File: config.mk
export PLATFORM = sky130hd
export DESIGN_NAME = rx_fifo_auto_flow_control
export DESIGN_NICKNAME = d
export VERILOG_FILES = /design/src/design/afc_pkg.sv /design/src/design/rx_fifo_auto_flow_control.sv /design/src/design/jam_timer.sv
export VERILOG_INCLUDE_DIRS = /design/src /design/src/design
export SDC_FILE = /design/constraint.sdc
export NUM_CORES = 1
export LEC_CHECK = 0
export BUFFER_PORTS_ARGS = -buffer_cell sky130_fd_sc_hd__buf_2
export CAP_MARGIN = 25
export CORE_ASPECT_RATIO = 0.6
export CORE_UTILIZATION = 56
export DETAILED_ROUTE_END_ITERATION = 8
export GPL_TIMING_DRIVEN = 1
export PLACE_DENSITY_LB_ADDON = 0.15
export SYNTH_ARGS = -nofsm -noshare
export SYNTH_HDL_FRONTEND = slang
export SYNTH_SLANG_ARGS = --single-unit
File: constraint.sdc
create_clock -name clk -period 5.84 [get_ports clk]
set_clock_uncertainty 0.15 [all_clocks]
set_input_delay 0.876 -clock clk [delete_from_list [all_inputs] [get_ports clk]]
set_output_delay 0.876 -clock clk [all_outputs]
set_load 0.01 [all_outputs]
File: src/design/afc_regs.svh
`ifndef AFC_REGS_SVH
`define AFC_REGS_SVH
`define AFC_SETTINGS_OFFSET   8'hAC
`define FLOW_HIGH_THRESHOLD_MSB            23
`define FLOW_HIGH_THRESHOLD_LSB            16
`define FLOW_LOW_THRESHOLD_MSB            15
`define FLOW_LOW_THRESHOLD_LSB            8
`define AFC_DUR_MSB           7
`define AFC_DUR_LSB           4
`define AFC_MULT_BIT          3
`define AFC_BRD_BIT           2
`define AFC_ADD_BIT           1
`define AFC_ANY_BIT           0
`define AFC_SETTINGS_RESET    32'h0000_0000
`define AFC_UNIT_SHIFT        6
`define AFC_CLK_MHZ           40
`define AFC_TICK_NS           100
`define AFC_TICK_CYCLES       ((`AFC_TICK_NS * `AFC_CLK_MHZ) / 1000)
`define AFC_SLOW_EXTRA_NS     2200
`define AFC_SLOW_EXTRA_CYCLES ((`AFC_SLOW_EXTRA_NS * `AFC_CLK_MHZ) / 1000)
`endif

File: src/design/afc_pkg.sv
package afc_pkg;
  typedef struct packed {
    logic [7:0] high;
    logic [7:0] low;
    logic [3:0] dur;
    logic       mult;
    logic       brd;
    logic       own;
    logic       any;
  } auto_flow_settings_t;

  typedef struct packed {
    logic start;
    logic is_multicast;
    logic is_broadcast;
    logic is_own_addr;
  } rx_frame_t;

  typedef enum logic [1:0] {ST_IDLE, ST_PAUSED} afc_state_t;
endpackage

File: src/design/rx_fifo_auto_flow_control.sv
// The plain strobed port was chosen for this implementation.
`timescale 1ns/1ps
`include "afc_regs.svh"
// Overview of operation
// - High threshold bits 23:16, 64-byte units, triggers flow control.
// - Full duplex: one pause frame per high-threshold crossing, programmed pause time.
// - Half duplex: jam matching frames for the programmed duration after threshold.
// - Low threshold bits 15:8; falling below sends zero-time pause frame.
// - Zero-time pause only after high threshold caused a pause frame.
// - Duration code bits 7:4 sets jam time; unused in full duplex.
// - Bit 3 jams multicast frames past threshold; in full duplex only enables pause frames.
// - Bit 2 jams broadcast frames past threshold; in full duplex only enables pause frames.
// - Bit 1 jams own-address frames past threshold; in full duplex only enables pause frames.
// - Bit 0 acts on any frame, overrides bits 3:1.
// - Codes map 5 to 600 us at 100 Mb/s, plus 2.2 us at 10.
module rx_fifo_auto_flow_control #(
  parameter int LEVEL_W = 14
) (
  input  wire logic                 clk,
  input  wire logic                 rst,
  input  wire logic [7:0]           reg_addr,
  input  wire logic [31:0]          reg_wdata,
  input  wire logic                 reg_wr,
  input  wire logic                 reg_rd,
  output logic [31:0]               reg_rdata,
  input  wire logic [LEVEL_W-1:0]   rx_fifo_bytes,
  input  wire afc_pkg::rx_frame_t   rx_frame,
  input  wire logic                 full_duplex,
  input  wire logic                 speed_10m,
  input  wire logic                 tx_enabled,
  input  wire logic                 pause_ack,
  output logic                      pause_req,
  output logic                      pause_zero,
  output logic                      jam
);
  localparam int JAM_CNT_W = 16;

  afc_pkg::auto_flow_settings_t   cfg_q;
  afc_pkg::auto_flow_settings_t   cfg_d;
  afc_pkg::afc_state_t state_q;
  afc_pkg::afc_state_t state_d;
  logic [31:0]         rdata_q;
  logic [31:0]         rdata_d;
  logic                req_q;
  logic                req_d;
  logic                zero_q;
  logic                zero_d;
  logic                jam_q;
  logic                jam_d;
  logic                was_above_q;
  logic                was_above_d;

  // Threshold in 64-byte units to a byte count
  function automatic logic [LEVEL_W+1:0] to_bytes(input logic [7:0] units);
    to_bytes = (LEVEL_W+2)'({units, 6'h00});
  endfunction

  // Register access
  wire               sel_cfg;
  wire               wr_cfg;
  wire               rd_cfg;
  wire [31:0]        cfg_word;
  // Level compare
  wire [LEVEL_W+1:0] level;
  wire [LEVEL_W+1:0] high_bytes;
  wire [LEVEL_W+1:0] low_bytes;
  wire               at_high;
  wire               below_low;
  wire               rise_high;
  // Frame match
  wire               enabled;
  wire               hit_mult;
  wire               hit_brd;
  wire               hit_own;
  wire               match;
  // Mode gating
  wire               half_active;
  wire               full_active;
  wire               jam_start;
  wire               jam_busy;

  assign sel_cfg     = (reg_addr == `AFC_SETTINGS_OFFSET);
  assign wr_cfg      = reg_wr && sel_cfg;
  assign rd_cfg      = reg_rd && sel_cfg;
  assign cfg_word    = {8'h00, cfg_q.high, cfg_q.low, cfg_q.dur,
                        cfg_q.mult, cfg_q.brd, cfg_q.own, cfg_q.any};
  assign cfg_d       = afc_pkg::auto_flow_settings_t'({reg_wdata[`FLOW_HIGH_THRESHOLD_MSB:`FLOW_HIGH_THRESHOLD_LSB],
                                            reg_wdata[`FLOW_LOW_THRESHOLD_MSB:`FLOW_LOW_THRESHOLD_LSB],
                                            reg_wdata[`AFC_DUR_MSB:`AFC_DUR_LSB],
                                            reg_wdata[`AFC_MULT_BIT],
                                            reg_wdata[`AFC_BRD_BIT],
                                            reg_wdata[`AFC_ADD_BIT],
                                            reg_wdata[`AFC_ANY_BIT]});
  assign rdata_d     = rd_cfg ? cfg_word : 32'h0000_0000;

  assign level       = (LEVEL_W+2)'(rx_fifo_bytes);
  assign high_bytes  = to_bytes(cfg_q.high);
  assign low_bytes   = to_bytes(cfg_q.low);
  assign at_high     = (level >= high_bytes);
  assign below_low   = (level < low_bytes);
  assign rise_high   = at_high && !was_above_q;
  assign was_above_d = at_high;

  assign enabled     = cfg_q.any | cfg_q.mult | cfg_q.brd | cfg_q.own;
  assign hit_mult    = cfg_q.mult && rx_frame.is_multicast;
  assign hit_brd     = cfg_q.brd && rx_frame.is_broadcast;
  assign hit_own     = cfg_q.own && rx_frame.is_own_addr;
  assign match       = cfg_q.any || hit_mult || hit_brd || hit_own;

  assign half_active = tx_enabled && !full_duplex;
  assign full_active = tx_enabled && full_duplex;
  assign jam_start   = half_active && at_high && rx_frame.start && match;
  assign jam_d       = (jam_busy || jam_start) && half_active;

  // Back-pressure timer, restarted by each matching frame past the high threshold
  jam_timer #(
    .CNT_W (JAM_CNT_W)
  ) u_jam_timer (
    .clk   (clk),
    .rst   (rst),
    .start (jam_start),
    .code  (cfg_q.dur),
    .slow  (speed_10m),
    .busy  (jam_busy)
  );

  always_comb begin
    state_d = state_q;
    req_d   = req_q && !pause_ack;
    zero_d  = zero_q && !pause_ack;
    case (state_q)
      afc_pkg::ST_IDLE: begin
        // Timed pause once per crossing
        if (full_active && enabled && rise_high && !req_q) begin
          req_d   = 1'b1;
          zero_d  = 1'b0;
          state_d = afc_pkg::ST_PAUSED;
        end
      end
      afc_pkg::ST_PAUSED: begin
        // Zero pause only after a timed one
        if (below_low && enabled && tx_enabled && !req_q) begin
          req_d   = 1'b1;
          zero_d  = 1'b1;
          state_d = afc_pkg::ST_IDLE;
        end
      end
      default: begin
        state_d = afc_pkg::ST_IDLE;
      end
    endcase
  end

  // Settings register
  always_ff @(posedge clk or posedge rst) begin
    if (rst) begin
      cfg_q <= afc_pkg::auto_flow_settings_t'(24'(`AFC_SETTINGS_RESET));
    end else if (wr_cfg) begin
      cfg_q <= cfg_d;
    end
  end

  // Read data stands one cycle
  always_ff @(posedge clk or posedge rst) begin
    if (rst) begin
      rdata_q <= 32'h0000_0000;
    end else begin
      rdata_q <= rdata_d;
    end
  end

  // Pause sequencing state
  always_ff @(posedge clk or posedge rst) begin
    if (rst) begin
      state_q <= afc_pkg::ST_IDLE;
    end else begin
      state_q <= state_d;
    end
  end

  // Pause request, held until taken
  always_ff @(posedge clk or posedge rst) begin
    if (rst) begin
      req_q <= 1'b0;
    end else begin
      req_q <= req_d;
    end
  end

  // Zero-time flag travels with the request
  always_ff @(posedge clk or posedge rst) begin
    if (rst) begin
      zero_q <= 1'b0;
    end else begin
      zero_q <= zero_d;
    end
  end

  // Back pressure output
  always_ff @(posedge clk or posedge rst) begin
    if (rst) begin
      jam_q <= 1'b0;
    end else begin
      jam_q <= jam_d;
    end
  end

  // Previous threshold state for edge detection
  always_ff @(posedge clk or posedge rst) begin
    if (rst) begin
      was_above_q <= 1'b0;
    end else begin
      was_above_q <= was_above_d;
    end
  end

  assign reg_rdata  = rdata_q;
  assign pause_req  = req_q;
  assign pause_zero = zero_q;
  assign jam        = jam_q;
endmodule

File: src/design/jam_timer.sv
`timescale 1ns/1ps
`include "afc_regs.svh"
module jam_timer #(
  parameter int CNT_W = 16
) (
  input  wire logic       clk,
  input  wire logic       rst,
  input  wire logic       start,
  input  wire logic [3:0] code,
  input  wire logic       slow,
  output logic            busy
);
  // Duration in 100 ns ticks, 100 Mb/s figures
  function automatic logic [12:0] dur_ticks(input logic [3:0] c);
    case (c)
      4'h0:    dur_ticks = 13'h0032;
      4'h1:    dur_ticks = 13'h0064;
      4'h2:    dur_ticks = 13'h0096;
      4'h3:    dur_ticks = 13'h00FA;
      default: dur_ticks = 13'(({9'h000, c} - 13'h0003) * 13'h01F4);
    endcase
  endfunction

  logic [CNT_W-1:0] ticks_q;
  logic [7:0]       pre_q;
  logic             tick;
  logic [12:0]      extra;
  logic [CNT_W-1:0] load;

  assign tick  = (pre_q == 8'(`AFC_TICK_CYCLES - 1));
  assign extra = slow ? 13'(`AFC_SLOW_EXTRA_NS / `AFC_TICK_NS) : 13'h0000;
  assign load  = CNT_W'(dur_ticks(code) + extra);

  always_ff @(posedge clk or posedge rst) begin
    if (rst) begin
      pre_q   <= 8'h00;
      ticks_q <= '0;
    end else if (start) begin
      pre_q   <= 8'h00;
      ticks_q <= load;
    end else if (ticks_q != '0) begin
      pre_q <= tick ? 8'h00 : pre_q + 8'h01;
      if (tick) ticks_q <= ticks_q - CNT_W'(1);
    end
  end

  assign busy = (ticks_q != '0);
endmodule

==> flow_summary.toml, run 1 <==
[routing]
dr.pass1.iters = 4
met3WireLength_um = 710
drt_drc_violations_left = 0
met2WireLength_mm = 4.67
vias_per_cell = 5.37
avgRoutedWirePerCell_um = 15.5
drtIter0Drc = 232
maxUsedRoutingLayer = "met4"
m1WireLength_mm = 5.49
via_count = 3808
route.antenna.remaining_nets = 0
wirelength_mm = 11.0

[global_route]
grt_util_all_layers_pct = 24.2
grt_first_pass_wirelength_mm = 17.5
grt_antenna_before_repair = 0
grt_pass1_vias = 3583
grt-ovfl-total = 0
largest_net_degree_at_the_start_of_global_routing = 78

[setup_path]
worst_path_largest_cell_delay_ns = 0.54
critical_path.reg2reg.endpoint = "u_jam_timer.ticks_q[12]"
ff2ff_path_depth = 18
timing.critical_path.arrival_ns = 5.30
r2r_slack_ns = 0.60
critical-path-slowest-cell = "sky130_fd_sc_hd__fa_1"
cp_data_required_time_ns = 5.90
timing.critical_path.max_delay_family = "adder cells"
cp_common_cell = "sky130_fd_sc_hd__inv_1"
timing.critical_path.from_type = "flop"
path_cells = "a21oi_1 > xor2_1 > inv_1 > fa_1 > inv_1 > ha_1 > fa_1 > inv_1 > fa_1 > inv_1 > ha_1 > o21ai_0 > a21oi_1 > nor4_1 > a311oi_1 > nor4_1 > xnor2_1 > mux2i_1"
regToRegStartpoint = "cfg_q[4]"
critical_path.n_buffers_inverters = 4
worst-path-max-fanout = 9
critical_path_class = "flop to flop"
crit_path_end_kind = "flop"

[sta]
finalCritPeriodShare_pct = 89.7
period_needed_ns = 5.24
finalHoldWorstSlack_ns = 0.315
tightestPinTransition_ns = 0.576
report.final.hold_viol_count = 0
final.setup.tns_ns = 0
max_slew_margin_pct = 61.5
final_max_slew_viol_count = 0
rsz0062_at_grt = "false"
timing.final.setup_violations = 0
fmax_ghz = 0.191

[die]
start_util_pct = 58.3
die-width_um = 124
rows = 26
fp.dieArea_um2 = 9370
ioPinCount = 101
coreArea_um2 = 8620
die_extent_in_y_um = 75.4

[clocking]
root_buffer = "sky130_fd_sc_hd__clkbuf_16"
insertion_delay_ns = 0.34
clock_sink_count = 77
worst_setup_hold_path_clk_slew_ns = 0.06
clock_path_buffers = 2
clock_tree_from_tritoncts = "yes"
postCtsResizedCells = 0
post_cts_repair_timing_setup_buffer_count = 0
htree_num_levels = 3
cts_buffers = 9
cts_hold_repair.buffers = 0

[placed_design]
dp_hpwl_mm = 8.23
dpl.cell_count = 691
gp_congestion = 0.858
port_buffers = 84

[logic_synthesis]
synth.avg_cell_area_um2 = 9.97
synthFlopType = "sky130_fd_sc_hd__dfrtp_1"
synth-seq-cells = 77
synth.yosys.warnings = 0
synth_area_um2 = 5020
seq_area_frac_synth_pct = 38.3
synthCells = 504
synthDistinctLibCells = 49
number_of_enable_flip_flop_cells_after_synthesis = 0
synthArstFlopShare_pct = 100

[status]
status = "finished, final reports clean"

[run]
timing.max_cap.violations = 0

[finish]
finalNonFillerCells = 709
n_fill_cell = 663
layout.nets = 716
areaGrowthSynthToFinish_pct = 17.5
final_common_cell = "sky130_fd_sc_hd__buf_2"
ant_cells = 0
final_layout_size_suffix_gt1_share_pct = 23.5
final_cell_mix = "84 x sky130_fd_sc_hd__buf_2, 77 x sky130_fd_sc_hd__dfrtp_1, 51 x sky130_fd_sc_hd__inv_1"

[min_path]
hold_path_class = "primary input to async pin"

[power_and_ir_drop]
total_chip_power_mw = 2.16
power.density_cell_area_nw_per_um2 = 366
power.ir.vdd_worst_v = 0.000254
static-leakage-power_nw = 3.03
==> cell usage after synthesis, drive strengths merged (11+ instances only) <==
cell | n | area [um2]
inv | 53 | 199
a21oi | 17 | 85.1
mux2 | 24 | 270
xnor2 | 28 | 245
nand3 | 12 | 60.1
xor2 | 21 | 184
fa | 13 | 260
and3 | 26 | 163
buf | 11 | 75.1
dfrtp | 77 | 1930
o21ai | 20 | 100
ha | 45 | 563
nor2 | 36 | 135
nand2 | 34 | 128
==> sequential cells by signal (all words and copies together), names as in the netlist <==
register             count
pause_zero               1
reg_rdata               24
u_jam_timer.ticks_q     16
was_above_q              1
u_jam_timer.pre_q        8
jam                      1
cfg_q                   24
pause_req                1
state_q                  1
==> area by class of cell <==
cell class / count / area, um2 / share of cell area (%)
inverter: 53 / 199 / 3.37
clock buffer: 10 / 239 / 4.05
tap: 112 / 140 / 2.37
sequential: 77 / 1930 / 32.6
multi-input combinational: 361 / 2830 / 47.9
clock inverter: 6 / 62.6 / 1.06
timing repair buffer: 90 / 505 / 8.56
==> worst max-delay path by stage <==
stage | from | to | slack [ns] | depth (start not counted)
detailed placement | cfg_q[4] | u_jam_timer.ticks_q[12] | 0.64 | 18
floorplan | cfg_q[4] | u_jam_timer.ticks_q[12] | 1.02 | 19
finish | cfg_q[4] | u_jam_timer.ticks_q[12] | 0.60 | 18
global route | cfg_q[4] | u_jam_timer.ticks_q[12] | 0.33 | 18
global placement | cfg_q[4] | u_jam_timer.ticks_q[12] | 0.73 | 18
CTS | cfg_q[4] | u_jam_timer.ticks_q[12] | 0.63 | 18
==> where the power goes <==
part	switching [mW]	total [mW]	leakage, nW	internal, mW
clock	0.220	0.561	0.140	0.341
sequential	0.0571	0.648	1.01	0.591
combinational	0.540	0.951	1.88	0.411
==> per-stage QoR <==
step           setup WS [ns]  cell area (um2)  utilization, %
2_1_floorplan           1.02             5050               -
3_3_place_gp           0.727             5550            64.3
3_5_place_dp           0.641             5550            64.3
4_1_cts                0.627             5850            67.8
5_1_grt                0.331             5900            68.5
6_report               0.602             5900            68.5
==> per-layer routing <==
layer | vias to the layer above | GRT usage (%)
li1 | 1867 | -
met2 | 90 | 34.8
met1 | 1841 | 35.7
met3 | 10 | 7.44
met4 | 0 | 5.89
met5 | - | 0
==> cell families after synthesis <==
family	Yosys count	share of synthesized area, %
compound gates	62	7.52
xor+xnor	49	8.54
fa+ha+maj	58	16.4
buf+inv	73	6.13
flops	77	38.3
mux	32	6.97
other cells	1	0.0746
simple gates	152	16.0
==> worst min-delay path, stage by stage <==
cell and delay, ns:
sky130_fd_sc_hd__buf_2 0.10, sky130_fd_sc_hd__inv_2 0.03, sky130_fd_sc_hd__buf_4 0.12
Note: power is estimated with default switching activity, not from simulation.
==> inputs of run 2 (changes only) <==
RECOVER_POWER = 100   (was not set)
==> run 2 against run 1 <==
  * The run now ends with max-capacitance violations, max-slew violations left
  * First-iteration DRC count decreased by 13%
  * Register-to-register slack about the same
  * Sequential share of layout area increased by 0.52 points
  * Cell area decreased by 1.6%
  * Count of clock-buffer cells in the layout unchanged
  * Clock power about the same
  * Die area unchanged
  * Flip-flop and latch count unchanged
  * Maximum frequency about the same
  * Routed wire length unchanged
  * Setup slack improved by 0.0017 ns
  * Critical endpoint unchanged
  * Largest cell class unchanged
  * Highest routed layer unchanged
==> flow_summary.toml, run 2 (synthesized netlist as in run 1, its figures left out) <==
[global_route]
grt_antenna_before_repair = 0
largest_net_degree_at_the_start_of_global_routing = 78
grt_util_all_layers_pct = 24.2
grt-ovfl-total = 0
grt_pass1_vias = 3583
grt_first_pass_wirelength_mm = 17.5

[die]
start_util_pct = 58.3
rows = 26
die_extent_in_y_um = 75.4
coreArea_um2 = 8620
die-width_um = 124
fp.dieArea_um2 = 9370
ioPinCount = 101

[sta]
tightestPinTransition_ns = 3.98
fmax_ghz = 0.191
period_needed_ns = 5.24
rsz0062_at_grt = "false"
final_max_slew_viol_count = 77
finalCritPeriodShare_pct = 89.7
final.setup.tns_ns = 0
timing.final.setup_violations = 0
report.final.hold_viol_count = 0
max_slew_margin_pct = -165

[routing]
drtIter0Drc = 203
vias_per_cell = 5.39
avgRoutedWirePerCell_um = 15.5
via_count = 3824
dr.pass1.iters = 5
route.antenna.remaining_nets = 0
drt_drc_violations_left = 0
wirelength_mm = 11.0

[finish]
final_common_cell = "sky130_fd_sc_hd__dfrtp_1"
n_fill_cell = 695
final_core_utilization_pct = 67.4
multi_input_area_um2 = 2830
final_layout_size_suffix_gt1_share_pct = 17.9
layout.area.seq_um2 = 1930
areaGrowthSynthToFinish_pct = 15.6
final_cell_mix = "77 x sky130_fd_sc_hd__dfrtp_1, 57 x sky130_fd_sc_hd__buf_2, 52 x sky130_fd_sc_hd__inv_1"
layout.nets = 716
ant_cells = 0

[power_and_ir_drop]
power.density_cell_area_nw_per_um2 = 371
power.ir.vdd_worst_v = 0.000253
static-leakage-power_nw = 2.88

[min_path]
hold_path_class = "primary input to async pin"

[setup_path]
timing.critical_path.arrival_ns = 5.29
crit_path_end_kind = "flop"
ff2ff_path_depth = 18
timing.critical_path.from_type = "flop"
cp_data_required_time_ns = 5.90
worst-path-max-fanout = 9
critical_path_class = "flop to flop"

[status]
status = "finished with violations"
violations = "max-capacitance violations, max-slew violations"

[clocking]
worst_setup_hold_path_clk_slew_ns = 0.06
cts_buffers = 9
clock_path_buffers = 2
clock_tree_from_tritoncts = "yes"
cts_hold_repair.buffers = 0
post_cts_repair_timing_setup_buffer_count = 0
insertion_delay_ns = 0.34
clock_sink_count = 77
htree_num_levels = 3
postCtsResizedCells = 0
root_buffer = "sky130_fd_sc_hd__clkbuf_16"

[run]
timing.max_cap.violations = 1

[placed_design]
port_buffers = 84
dp_hpwl_mm = 8.23
gp_congestion = 0.858
## run 2: worst max-delay path, cell delays in order, from the launching register on
cell and delay [ns]:
sky130_fd_sc_hd__dfrtp_1 0.49, sky130_fd_sc_hd__a21oi_1 0.27, sky130_fd_sc_hd__xor2_1 0.45, sky130_fd_sc_hd__inv_1 0.13, sky130_fd_sc_hd__fa_1 0.54, sky130_fd_sc_hd__inv_1 0.04
sky130_fd_sc_hd__ha_1 0.31, sky130_fd_sc_hd__fa_1 0.54, sky130_fd_sc_hd__inv_1 0.06, sky130_fd_sc_hd__fa_1 0.50, sky130_fd_sc_hd__inv_1 0.04, sky130_fd_sc_hd__ha_1 0.34
sky130_fd_sc_hd__o21ai_0 0.10, sky130_fd_sc_hd__a21oi_1 0.20, sky130_fd_sc_hd__nor4_1 0.08, sky130_fd_sc_hd__a311oi_1 0.44, sky130_fd_sc_hd__nor4_1 0.12, sky130_fd_sc_hd__xnor2_1 0.21
sky130_fd_sc_hd__mux2i_1 0.10
## run 2: worst paths after layout
path	from	end	slack [ns]
hold / removal	rst	u_jam_timer.pre_q[7]	0.30
setup / recovery	cfg_q[5]	u_jam_timer.ticks_q[12]	0.60
min in group clk	cfg_q[10]	cfg_q[10]	0.37
max in group asynchronous	rst	reg_rdata[11]	1.23
hold reg to reg	cfg_q[10]	cfg_q[10]	0.37
setup reg to reg	cfg_q[5]	u_jam_timer.ticks_q[12]	0.60
## run 2: report_power, final
part	internal [mW]	leakage [nW]	switching (mW)
sequential	0.591	1.01	0.0566
combinational	0.409	1.72	0.539
clock	0.341	0.140	0.221
## run 2: final cells by class
class / instances / area share (%)
tap: 112 / 2.41
clock inverter: 6 / 1.08
multi-input combinational: 361 / 48.7
inverter: 53 / 3.42
sequential: 77 / 33.2
clock buffer: 10 / 4.11
timing repair buffer: 90 / 7.11
## run 2: layer usage
metal | up-vias | track usage [%] | share of wire (%)
met5 | - | 0 | 0
met4 | 0 | 5.89 | 0.82
met3 | 10 | 7.44 | 5.9
met2 | 91 | 34.8 | 43
met1 | 1855 | 35.7 | 50
li1 | 1868 | - | -
## run 2: through the flow
stage | instances | power (mW) | cell area, um2 | hold WS [ns] | setup slack, ns
after floorplan | 511 | 1.38 | 5050 | 0.323 | 1.02
after global placement | 691 | 1.55 | 5550 | 0.356 | 0.727
after detailed placement | 691 | 1.59 | 5550 | 0.354 | 0.641
after CTS | 707 | 2.16 | 5850 | 0.373 | 0.627
after global routing | 709 | 2.33 | 5810 | 0.321 | 0.331
final | 709 | 2.16 | 5810 | 0.304 | 0.603
